--- src/common/coc_pkg.sv ---
// Constants and types for the control output conditioner
// Overview of operation
// - Heat and cool periods 0.5 to 1000.0 s.
// - On time equals level times period.
// - High/low clamp pair per PID group.
// - Reset mode preset output is never clamped.
// - Limit ranges, narrower in heat/cool control.
// - Separate cooling clamps applied to cooling output.
// - Low at or above high: high minus one.
// - Switch selects clamping in manual mode.
// - Heat/cool manual output always clamped.
// - Manual to auto steps to violated limit.
// - Optional rate limit 0.1 to 100.0%/s.
// - No rate limit in manual, reset, fault.
// - Heat/cool: rate limit before the split.
// - On/off control ignores rate limit.
// - Manual at tight-shut low gives zero current, not in heat/cool control.
// - Auto mode never tight shuts, clamps low.
// - On/off drives output from sign of deviation.
// - One-point band; heat/cool uses two bands.
// - Two-point bands, not in heat/cool control.
`default_nettype none
package coc_pkg;
   localparam int PCT_W = 12;
   localparam int PER_W = 14;
   localparam int PV_W  = 16;
   localparam int CNT_W = 24;
   // Timing: one tick is 0.1 s
   localparam int CLK_PERIOD_NS   = 10;
   localparam int TICK_PERIOD_NS  = 100000000;
   localparam int TICK_CYCLES_DEF = TICK_PERIOD_NS / CLK_PERIOD_NS;
   // Register byte offsets
   localparam logic [7:0] OFS_CTRL   = 8'h00;
   localparam logic [7:0] OFS_HPER   = 8'h04;
   localparam logic [7:0] OFS_CPER   = 8'h08;
   localparam logic [7:0] OFS_RATE   = 8'h0C;
   localparam logic [7:0] OFS_MANV   = 8'h10;
   localparam logic [7:0] OFS_PRESET = 8'h14;
   localparam logic [7:0] OFS_BAND1  = 8'h18;
   localparam logic [7:0] OFS_BAND2  = 8'h1C;
   localparam logic [7:0] OFS_CLIM   = 8'h20;
   localparam logic [7:0] OFS_STAT   = 8'h24;
   localparam logic [7:0] OFS_LEVEL  = 8'h28;
   localparam logic [2:0] GRP_PAGE   = 3'h2;
   // Field positions
   localparam int CTRL_HC    = 0;
   localparam int CTRL_ONOFF = 1;
   localparam int CTRL_TWOPT = 2;
   localparam int CTRL_CLMAN = 3;
   localparam int CTRL_MODE  = 4;
   localparam int CTRL_GRP   = 8;
   localparam int LIM_HI     = 0;
   localparam int LIM_LO     = 16;
   localparam int LIM_SHUT   = 31;
   localparam int HALF_HI    = 16;
   // Reset values
   localparam logic [PER_W-1:0] PER_RST  = 14'h012C;
   localparam logic [PCT_W-1:0] HI_RST   = 12'h3E8;
   localparam logic [PCT_W-1:0] LO_RST   = 12'h000;
   // Ranges, 0.1 % and 0.1 s units
   localparam logic [PER_W-1:0] PER_MIN  = 14'h0005;
   localparam logic [PER_W-1:0] PER_MAX  = 14'h2710;
   localparam logic [9:0]       RATE_MAX = 10'h3E8;
   localparam logic signed [PCT_W-1:0] HI_MAX    = 12'sh41A;
   localparam logic signed [PCT_W-1:0] HI_MIN    = -12'sh031;
   localparam logic signed [PCT_W-1:0] LO_MAX    = 12'sh419;
   localparam logic signed [PCT_W-1:0] LO_MIN    = -12'sh032;
   localparam logic signed [PCT_W-1:0] HC_HI_MIN = 12'sh001;
   localparam logic signed [PCT_W-1:0] HC_LO_MIN = 12'sh000;
   localparam logic signed [PCT_W-1:0] PCT_FULL  = 12'sh3E8;
   localparam logic signed [PCT_W-1:0] PCT_HALF  = 12'sh1F4;
   localparam logic signed [15:0]      RATE_SCALE = 16'sh000A;

   typedef enum logic [1:0] {
      MODE_AUTO  = 2'b00,
      MODE_MAN   = 2'b01,
      MODE_RESET = 2'b10
   } coc_mode_e;

   typedef struct packed {
      logic                    heatPulse;
      logic                    coolPulse;
      logic                    tightShut;
      logic signed [PCT_W-1:0] heatLevel;
      logic signed [PCT_W-1:0] coolLevel;
   } coc_out_s;
endpackage
`default_nettype wire

--- src/hw/coc_output_conditioner.sv ---
// Control output conditioner with Avalon-MM register slave
`timescale 1ns/1ps
`default_nettype none
module coc_output_conditioner
#(
   parameter int unsigned TICK_CYCLES = coc_pkg::TICK_CYCLES_DEF
)
(
   input  wire logic                        clk,
   input  wire logic                        rst_n,
   input  wire logic [7:0]                  avs_address,
   input  wire logic                        avs_read,
   input  wire logic                        avs_write,
   input  wire logic [31:0]                 avs_writedata,
   output logic      [31:0]                 avs_readdata,
   output logic                             avs_waitrequest,
   input  wire logic signed [coc_pkg::PCT_W-1:0] ctrlResult,
   input  wire logic signed [coc_pkg::PV_W-1:0]  processValue,
   input  wire logic signed [coc_pkg::PV_W-1:0]  setpointValue,
   input  wire logic                        inputFault,
   output coc_pkg::coc_out_s                condOut
);
   localparam int PW = coc_pkg::PCT_W;

   // ---------------------------------------------------------------
   // Functions
   // ---------------------------------------------------------------
   function automatic logic signed [PW-1:0] sat(
      input logic signed [PW-1:0] v,
      input logic signed [PW-1:0] lo,
      input logic signed [PW-1:0] hi);
      if (v < lo)
         return lo;
      else if (v > hi)
         return hi;
      return v;
   endfunction

   // Clamp with low forced below high when misconfigured
   function automatic logic signed [PW-1:0] clampPair(
      input logic signed [PW-1:0] v,
      input logic signed [PW-1:0] hi,
      input logic signed [PW-1:0] lo);
      logic signed [PW-1:0] loEff;
      loEff = (lo >= hi) ? hi - 12'sh001 : lo;
      return sat(v, loEff, hi);
   endfunction

   function automatic logic [coc_pkg::PER_W-1:0] satPer(
      input logic [31:0] v);
      if (v < 32'(coc_pkg::PER_MIN))
         return coc_pkg::PER_MIN;
      else if (v > 32'(coc_pkg::PER_MAX))
         return coc_pkg::PER_MAX;
      return v[coc_pkg::PER_W-1:0];
   endfunction

   // High while the period count is inside the on time
   function automatic logic onTime(
      input logic signed [PW-1:0]           level,
      input logic [coc_pkg::PER_W-1:0]      period,
      input logic [coc_pkg::PER_W-1:0]      count);
      logic [25:0] elapsed;
      logic [25:0] target;
      elapsed = 26'(count) * 26'd1000;
      target  = 26'(level[PW-2:0]) * 26'(period);
      if (level <= 12'sh000)
         return 1'b0;
      else if (level >= coc_pkg::PCT_FULL)
         return 1'b1;
      return elapsed < target;
   endfunction

   function automatic logic signed [15:0] scale10(
      input logic signed [PW-1:0] v);
      logic signed [15:0] w;
      w = 16'(v);
      return w * coc_pkg::RATE_SCALE;
   endfunction

   // ---------------------------------------------------------------
   // Registers
   // ---------------------------------------------------------------
   logic                           hcMode_r;
   logic                           onOffMode_r;
   logic                           twoPoint_r;
   logic                           clampInManualSwitch_r;
   coc_pkg::coc_mode_e             mode_r;
   coc_pkg::coc_mode_e             modeWr;
   logic [2:0]                     group_r;
   logic [coc_pkg::PER_W-1:0]      heatPeriodSetting_r;
   logic [coc_pkg::PER_W-1:0]      coolPeriodSetting_r;
   logic [9:0]                     rateLimitSetting_r;
   logic signed [PW-1:0]           manualValue_r;
   logic signed [PW-1:0]           presetValue_r;
   logic [15:0]                    singleBandWidth_r;
   logic [15:0]                    coolBandWidth_r;
   logic [15:0]                    upperBandWidth_r;
   logic [15:0]                    lowerBandWidth_r;
   logic signed [PW-1:0]           outputHighClamp_r [8];
   logic signed [PW-1:0]           outputLowClamp_r [8];
   logic [7:0]                     tightShutCode_r;
   logic signed [PW-1:0]           coolHighClamp_r;
   logic signed [PW-1:0]           coolLowClamp_r;
   logic                           ack_r;
   logic [31:0]                    rdData_r;

   // ---------------------------------------------------------------
   // Bus decode
   // ---------------------------------------------------------------
   wire logic        busReq   = avs_read | avs_write;
   wire logic        doWrite  = avs_write & ack_r;
   wire logic        grpHit   = avs_address[7:5] == coc_pkg::GRP_PAGE;
   wire logic [2:0]  grpIdx   = avs_address[4:2];
   wire logic signed [PW-1:0] wrLo  = avs_writedata[PW-1:0];
   wire logic signed [PW-1:0] wrHi  =
      avs_writedata[coc_pkg::HALF_HI +: PW];
   wire logic [9:0]  rateWr   = (avs_writedata[9:0] > coc_pkg::RATE_MAX)
                                ? coc_pkg::RATE_MAX : avs_writedata[9:0];
   wire logic [1:0]  modeBits = avs_writedata[coc_pkg::CTRL_MODE +: 2];
   assign modeWr = (modeBits == 2'b11) ? coc_pkg::MODE_AUTO
                                       : coc_pkg::coc_mode_e'(modeBits);

   assign avs_waitrequest = busReq & ~ack_r;
   assign avs_readdata    = rdData_r;

   // ---------------------------------------------------------------
   // Output path
   // ---------------------------------------------------------------
   logic signed [15:0]        rate_r;
   logic                      heatOn_r;
   logic                      coolOn_r;
   logic [coc_pkg::CNT_W-1:0] tickCnt_r;
   logic [coc_pkg::PER_W-1:0] heatCnt_r;
   logic [coc_pkg::PER_W-1:0] coolCnt_r;
   coc_pkg::coc_out_s         condOut_r;
   coc_pkg::coc_out_s         condOut_nxt;

   localparam int CNT_W = coc_pkg::CNT_W;
   wire logic isAuto  = mode_r == coc_pkg::MODE_AUTO;
   wire logic isMan   = mode_r == coc_pkg::MODE_MAN;
   wire logic isReset = mode_r == coc_pkg::MODE_RESET;
   wire logic tick    = tickCnt_r == CNT_W'(TICK_CYCLES - 1);

   // Combined value before any split
   wire logic signed [PW-1:0] rawValue = isReset ? presetValue_r
                                       : isMan ? manualValue_r
                                       : ctrlResult;
   wire logic signed [15:0] target10 = scale10(rawValue);
   wire logic signed [15:0] rateStep = 16'(rateLimitSetting_r);
   wire logic rateBypass = ~isAuto | inputFault | onOffMode_r
                           | (rateLimitSetting_r == 10'h000)
                           | onOffMode_r;
   wire logic signed [15:0] delta  = target10 - rate_r;
   wire logic signed [15:0] rate_nxt =
      rateBypass         ? target10 :
      ~tick              ? rate_r :
      (delta > rateStep) ? rate_r + rateStep :
      (delta < -rateStep)? rate_r - rateStep : target10;
   // Rate limit acts on the combined value
   wire logic signed [PW-1:0] combined =
      PW'(rate_r / coc_pkg::RATE_SCALE);

   // Split into heating and cooling sides
   wire logic signed [PW-1:0] splitHeat = (combined > coc_pkg::PCT_HALF)
      ? PW'((combined - coc_pkg::PCT_HALF) <<< 1) : 12'sh000;
   wire logic signed [PW-1:0] splitCool = (combined < coc_pkg::PCT_HALF)
      ? PW'((coc_pkg::PCT_HALF - combined) <<< 1) : 12'sh000;
   wire logic signed [PW-1:0] heatRaw = hcMode_r ? splitHeat : combined;

   // Limits of the selected group, narrowed in heat/cool control
   wire logic signed [PW-1:0] grpHi = outputHighClamp_r[group_r];
   wire logic signed [PW-1:0] grpLo = outputLowClamp_r[group_r];
   wire logic signed [PW-1:0] hiEff = hcMode_r
      ? sat(grpHi, coc_pkg::HC_HI_MIN, coc_pkg::HI_MAX) : grpHi;
   wire logic signed [PW-1:0] loEff = hcMode_r
      ? sat(grpLo, coc_pkg::HC_LO_MIN, coc_pkg::LO_MAX) : grpLo;
   // Clamp in auto; in manual per switch, always in heat/cool; never in reset
   wire logic applyClamp = isAuto
      | (isMan & (clampInManualSwitch_r | hcMode_r));
   // Auto always clamps, so a manual-to-auto swap jumps to the limit
   wire logic signed [PW-1:0] heatLevel = applyClamp
      ? clampPair(heatRaw, hiEff, loEff) : heatRaw;
   wire logic signed [PW-1:0] coolLevel = applyClamp
      ? clampPair(splitCool, coolHighClamp_r, coolLowClamp_r)
      : splitCool;
   wire logic tightShut = isMan & ~hcMode_r & tightShutCode_r[group_r]
                          & (manualValue_r <= loEff);

   // On/off decision from deviation
   wire logic signed [16:0] dev = 17'(processValue) - 17'(setpointValue);
   wire logic signed [16:0] lowTrip = twoPoint_r & ~hcMode_r
      ? -17'(lowerBandWidth_r) : -17'(singleBandWidth_r);
   wire logic signed [16:0] highTrip = twoPoint_r & ~hcMode_r
      ? 17'(upperBandWidth_r) : 17'sh00000;
   wire logic heatOn_nxt = (dev < lowTrip) ? 1'b1
                         : (dev > highTrip) ? 1'b0
                         : (dev == 17'sh00000 && !(twoPoint_r & ~hcMode_r))
                           ? 1'b0 : heatOn_r;
   wire logic coolOn_nxt = ~hcMode_r ? 1'b0
                         : (dev > 17'(coolBandWidth_r)) ? 1'b1
                         : (dev <= 17'sh00000) ? 1'b0 : coolOn_r;

   // Period counters on the 0.1 s tick
   wire logic heatWrap = heatCnt_r >= heatPeriodSetting_r - 14'h0001;
   wire logic coolWrap = coolCnt_r >= coolPeriodSetting_r - 14'h0001;
   wire logic onOffAuto = onOffMode_r & isAuto;

   assign condOut_nxt.heatPulse = onOffAuto ? heatOn_r
      : ~tightShut & onTime(heatLevel, heatPeriodSetting_r, heatCnt_r);
   assign condOut_nxt.coolPulse = hcMode_r & (onOffAuto ? coolOn_r
      : onTime(coolLevel, coolPeriodSetting_r, coolCnt_r));
   assign condOut_nxt.tightShut = tightShut;
   assign condOut_nxt.heatLevel = heatLevel;
   assign condOut_nxt.coolLevel = hcMode_r ? coolLevel : 12'sh000;
   assign condOut = condOut_r;

   // Read mux
   wire logic [31:0] rdCtrl = {21'h0, group_r, 2'h0, mode_r,
      clampInManualSwitch_r, twoPoint_r, onOffMode_r, hcMode_r};
   wire logic [31:0] rdMux =
      grpHit ? {tightShutCode_r[grpIdx], 3'h0,
                outputLowClamp_r[grpIdx], 4'h0,
                outputHighClamp_r[grpIdx]} :
      (avs_address == coc_pkg::OFS_CTRL)   ? rdCtrl :
      (avs_address == coc_pkg::OFS_HPER)   ? 32'(heatPeriodSetting_r) :
      (avs_address == coc_pkg::OFS_CPER)   ? 32'(coolPeriodSetting_r) :
      (avs_address == coc_pkg::OFS_RATE)   ? 32'(rateLimitSetting_r) :
      (avs_address == coc_pkg::OFS_MANV)   ? 32'(manualValue_r) :
      (avs_address == coc_pkg::OFS_PRESET) ? 32'(presetValue_r) :
      (avs_address == coc_pkg::OFS_BAND1)
         ? {coolBandWidth_r, singleBandWidth_r} :
      (avs_address == coc_pkg::OFS_BAND2)
         ? {lowerBandWidth_r, upperBandWidth_r} :
      (avs_address == coc_pkg::OFS_CLIM)
         ? {4'h0, coolLowClamp_r, 4'h0, coolHighClamp_r} :
      (avs_address == coc_pkg::OFS_STAT)
         ? {28'h0, coolOn_r, condOut_r.tightShut,
            condOut_r.coolPulse, condOut_r.heatPulse} :
      (avs_address == coc_pkg::OFS_LEVEL)
         ? {4'h0, condOut_r.coolLevel, 4'h0, condOut_r.heatLevel} :
      32'h0000_0000;

   // ---------------------------------------------------------------
   // Bus handshake and configuration
   // ---------------------------------------------------------------
   always_ff @(posedge clk)
   begin
      if (!rst_n)
      begin
         ack_r    <= 1'b0;
         rdData_r <= 32'h0000_0000;
      end
      else
      begin
         ack_r <= busReq & ~ack_r;
         if (avs_read & ~ack_r)
            rdData_r <= rdMux;
      end
   end

   always_ff @(posedge clk)
   begin
      if (!rst_n)
      begin
         hcMode_r              <= 1'b0;
         onOffMode_r           <= 1'b0;
         twoPoint_r            <= 1'b0;
         clampInManualSwitch_r <= 1'b0;
         mode_r                <= coc_pkg::MODE_AUTO;
         group_r               <= 3'h0;
         heatPeriodSetting_r   <= coc_pkg::PER_RST;
         coolPeriodSetting_r   <= coc_pkg::PER_RST;
         rateLimitSetting_r    <= 10'h000;
         manualValue_r         <= coc_pkg::LO_RST;
         presetValue_r         <= coc_pkg::LO_RST;
         singleBandWidth_r     <= 16'h0000;
         coolBandWidth_r       <= 16'h0000;
         upperBandWidth_r      <= 16'h0000;
         lowerBandWidth_r      <= 16'h0000;
         tightShutCode_r       <= 8'h00;
         coolHighClamp_r       <= coc_pkg::HI_RST;
         coolLowClamp_r        <= coc_pkg::LO_RST;
         for (int i = 0; i < 8; i++)
         begin
            outputHighClamp_r[i] <= coc_pkg::HI_RST;
            outputLowClamp_r[i]  <= coc_pkg::LO_RST;
         end
      end
      else if (doWrite)
      begin
         if (grpHit)
         begin
            outputHighClamp_r[grpIdx] <=
               sat(wrLo, coc_pkg::HI_MIN, coc_pkg::HI_MAX);
            outputLowClamp_r[grpIdx]  <=
               sat(wrHi, coc_pkg::LO_MIN, coc_pkg::LO_MAX);
            tightShutCode_r[grpIdx] <= avs_writedata[coc_pkg::LIM_SHUT];
         end
         case (avs_address)
            coc_pkg::OFS_CTRL:
            begin
               hcMode_r              <= avs_writedata[coc_pkg::CTRL_HC];
               onOffMode_r           <= avs_writedata[coc_pkg::CTRL_ONOFF];
               twoPoint_r            <= avs_writedata[coc_pkg::CTRL_TWOPT];
               clampInManualSwitch_r <= avs_writedata[coc_pkg::CTRL_CLMAN];
               mode_r                <= modeWr;
               group_r               <= avs_writedata[coc_pkg::CTRL_GRP +: 3];
            end
            coc_pkg::OFS_HPER:   heatPeriodSetting_r <= satPer(avs_writedata);
            coc_pkg::OFS_CPER:   coolPeriodSetting_r <= satPer(avs_writedata);
            coc_pkg::OFS_RATE:   rateLimitSetting_r  <= rateWr;
            coc_pkg::OFS_MANV:   manualValue_r <= wrLo;
            coc_pkg::OFS_PRESET: presetValue_r <= wrLo;
            coc_pkg::OFS_BAND1:
            begin
               singleBandWidth_r <= avs_writedata[15:0];
               coolBandWidth_r   <= avs_writedata[31:16];
            end
            coc_pkg::OFS_BAND2:
            begin
               upperBandWidth_r <= avs_writedata[15:0];
               lowerBandWidth_r <= avs_writedata[31:16];
            end
            coc_pkg::OFS_CLIM:
            begin
               coolHighClamp_r <=
                  sat(wrLo, coc_pkg::HC_HI_MIN, coc_pkg::HI_MAX);
               coolLowClamp_r  <=
                  sat(wrHi, coc_pkg::HC_LO_MIN, coc_pkg::LO_MAX);
            end
            default:
            begin
            end
         endcase
      end
   end

   // ---------------------------------------------------------------
   // Timebase, rate limiter, on/off state and output register
   // ---------------------------------------------------------------
   always_ff @(posedge clk)
   begin
      if (!rst_n)
      begin
         tickCnt_r  <= '0;
         heatCnt_r  <= '0;
         coolCnt_r  <= '0;
         rate_r     <= 16'sh0000;
         heatOn_r   <= 1'b0;
         coolOn_r   <= 1'b0;
         condOut_r  <= '0;
      end
      else
      begin
         tickCnt_r <= tick ? '0 : tickCnt_r + 24'h000001;
         if (tick)
         begin
            heatCnt_r <= heatWrap ? '0 : heatCnt_r + 14'h0001;
            coolCnt_r <= coolWrap ? '0 : coolCnt_r + 14'h0001;
         end
         rate_r     <= rate_nxt;
         heatOn_r   <= heatOn_nxt;
         coolOn_r   <= coolOn_nxt;
         condOut_r  <= condOut_nxt;
      end
   end
endmodule // coc_output_conditioner
`default_nettype wire

--- config.mk ---
export PLATFORM = sky130hd
export DESIGN_NAME = coc_output_conditioner
export DESIGN_NICKNAME = d
export VERILOG_FILES = /design/src/common/coc_pkg.sv /design/src/hw/coc_output_conditioner.sv
export SDC_FILE = /design/constraint.sdc
export NUM_CORES = 2
export LEC_CHECK = 0
export ABC_AREA = 1
export BUFFER_PORTS_ARGS = -buffer_cell sky130_fd_sc_hd__buf_2
export CAP_MARGIN = 20
export CORE_MARGIN = 1
export CORE_UTILIZATION = 66
export DETAILED_ROUTE_END_ITERATION = 8
export PLACE_DENSITY = 0.85
export SLEW_MARGIN = 40
export SYNTH_ARGS = -nofsm -noshare
export SYNTH_HDL_FRONTEND = slang
export SYNTH_SLANG_ARGS = --single-unit
export TNS_END_PERCENT = 20
--- constraint.sdc ---
create_clock -name clk -period 26.8 [get_ports clk]
set_clock_uncertainty 0.15 [all_clocks]
set_input_delay 2.68 -clock clk [delete_from_list [all_inputs] [get_ports clk]]
set_output_delay 2.68 -clock clk [all_outputs]
set_load 0.02 [all_outputs]
==> impl_metrics.json <==
{
  "outcome": "finished, final reports clean",
  "synth_area_um2": 49300,
  "max_cap_viol_count": 0,
  "critPathSlowestCell": "a211oi_1",
  "ant_nets": 0,
  "routed_via_density": 6.47,
  "start_util": 0.671,
  "crit_type": "register to register",
  "hold_viol_final": 0,
  "synthFlopType": "dfxtp_1",
  "clockBufferDepth": 3,
  "worstPathArrival_ps": 19020,
  "setup_viol": 0,
  "drive_gt1_frac": 0.0769,
  "htree_levels": 2,
  "grt_usage": 0.479,
  "rsz0062_at_grt": "false",
  "syn_inst": 6498,
  "synth_top_area_frac": 0.135,
  "grt_pass1_wl_um": 273000,
  "area_growth_pct": 7.34,
  "synth.area.top_cells": "ha_1 13%, fa_1 13%, dfxtp_1 12%, edfxtp_1 12%, nand2_1 8.5%",
  "dr.pass1.iters": 9,
  "synth-async-reset-ratio": 0,
  "io_buffers": 148,
  "hp-class": "register to register",
  "root_buffer": "clkbuf_16",
  "clk_pin_slew_ps": 60,
  "cts_hold_buf": 0,
  "design.core.area_um2": 73500,
  "grt_max_degree": 99,
  "cpMostUsedCell": "nand2_1",
  "nFillCells": 5753,
  "synth_edf_count": 192,
  "layout_min_cycle_time_ps": 18590,
  "regArea_um2": 11800,
  "die_area_um2": 75700,
  "gp_congestion": 1.06,
  "cp_max_fo": 14,
  "place_inst": 7425,
  "pin_count": 149,
  "dp_hpwl_um": 137000,
  "cts_buffers": 58,
  "multi_input_area_um2": 32900,
  "grt_overflow_total": 0,
  "ys_seq_area_frac": 0.239,
  "drt_iter0_drc": 7146,
  "postSynthNetCount": 7429,
  "post_drt_wl_per_cell_um": 24.3,
  "totalWireLength_um": 183000,
  "relSlewSlack": 0.335,
  "crit_required_ps": 27230,
  "fin_area_um2": 52900,
  "grt_pass1_vias": 46400,
  "route.detailed.drc": 0,
  "max_freq_mhz": 53.8,
  "avgSynthCellArea_um2": 7.58,
  "worst_pin_slew_ps": 991,
  "numClockSinks": 492,
  "cts_setup_buffers": 0,
  "cts_resized": 0,
  "finalCritPeriodShare": 0.694,
  "die_w_um": 275,
  "cts_tree": "done",
  "vias": 48700,
  "fin_nets": 7457,
  "yosysTopAreaCell": "ha_1",
  "max_stage_delay_ps": 740,
  "critPathCaptureType": "register",
  "slew_viol_final": 0,
  "cp-start-kind": "register",
  "antenna_found_initial": 14,
  "ys_types": 80,
  "tns_ps": 0,
  "die_y_um": 275,
  "synth.yosys.warnings": 0,
  "fin_cells": 7540,
  "ys_ff_latch": 492,
  "row_count": 99,
  "postPlaceCellArea_um2": 50800,
  "clock_latency_ps": 660
}
## cells in the mapped netlist (all sizes together), types with 7 or more instances
library cell,number
nor3,63
a31oi,63
xor2,178
clkinv,21
o21a,12
o2111ai,25
clkbuf,213
nor4,21
a22oi,72
a21o,11
a32oi,11
a21oi,512
o21ai,485
a211oi,9
o211ai,50
nand3,237
nor2,690
ha,531
nand2,1198
xnor2,53
dfxtp,300
o22ai,34
o31ai,13
o21bai,27
a221oi,12
or2,11
fa,311
inv,965
o221ai,31
buf,25
edfxtp,192
nand3b,7
nand4,65
## critical path, delay by kind of cell (launching register included)
kind,cells,cell delay (ps)
adder cells (fa/ha/maj),10,3600
AND/OR/NAND/NOR,80,7670
XOR/XNOR,3,770
flip-flops,1,530
AO/OA/AOI/OAI,13,3310
buffers and inverters,18,2460
## logic make-up after synthesis
logic type | count (synthesis) | share of synthesized area
AOI/OAI and AO/OA | 1398 | 0.164
xor gates and xnor gates | 231 | 0.0414
adders and majority gates | 842 | 0.261
buffers and inverters | 1225 | 0.0946
DFF | 492 | 0.239
muxes | 2 | 0.000406
and+or+nand+nor | 2308 | 0.199
## final timing paths
check,startpoint,endpoint,slack (ps),cells past startpoint
hold reg to reg,tickCnt_r[0]$_SDFF_PP0_,tickCnt_r[0]$_SDFF_PP0_,300,1
setup / recovery,rate_r[1]$_SDFFE_PN0P_,condOut[25]$_SDFF_PN0_,8210,124
hold / removal,tickCnt_r[0]$_SDFF_PP0_,tickCnt_r[0]$_SDFF_PP0_,300,1
setup reg to reg,rate_r[1]$_SDFFE_PN0P_,condOut[25]$_SDFF_PN0_,8210,124
## cell usage in the layout, fill, tap and decap left out, types with 65 or more instances in the layout
cell type and instances:
a21oi_1 509, a22oi_1 72, buf_2 147, dfxtp_1 299, edfxtp_1 192, fa_1 311
ha_1 531, inv_1 933, nand2_1 1120, nand3_1 222, nand4_1 65, nor2_1 666
o21ai_0 456, xor2_1 176
## per-layer routing
| metal | vias to the layer above | share of wire | GRT usage |
|---|---|---|---|
| li1 | 21600 | - | - |
| met1 | 22600 | 0.37 | 0.609 |
| met2 | 3682 | 0.42 | 0.704 |
| met3 | 893 | 0.15 | 0.168 |
| met4 | 22 | 0.068 | 0.276 |
| met5 | - | 0.0011 | 0 |
## sequential cells by signal, summed over array words and instances, names as in the netlist, 16 cells and up, named ones only
signal / flops
avs_readdata: 32
outputLowClamp_r: 96
singleBandWidth_r: 16
tickCnt_r: 24
coolBandWidth_r: 16
upperBandWidth_r: 16
outputHighClamp_r: 96
lowerBandWidth_r: 16
condOut: 27
rate_r: 16
## area by class of cell
type                            instances  share of cell area
Inverter                              986              0.0702
Multi-Input combinational cell       4781               0.623
Clock buffer                           76              0.0314
Tap cell                              959              0.0227
Clock inverter                         34             0.00717
Antenna cell                            5            0.000237
Sequential cell                       492               0.223
Timing Repair Buffer                  207              0.0226
## per-stage QoR
stage | hold slack, ps | util | setup slack (ps)
CTS | 301 | 0.719 | 8490
finish | 295 | 0.720 | 8210
detailed placement | 289 | 0.691 | 8580
global route | 340 | 0.720 | 6550
floorplan | 268 | - | 11680
global placement | 280 | 0.691 | 8770
Power is left out: the tool's default activity adds up to more than one toggle a clock period on the data nets, which glitch-free logic cannot reach.
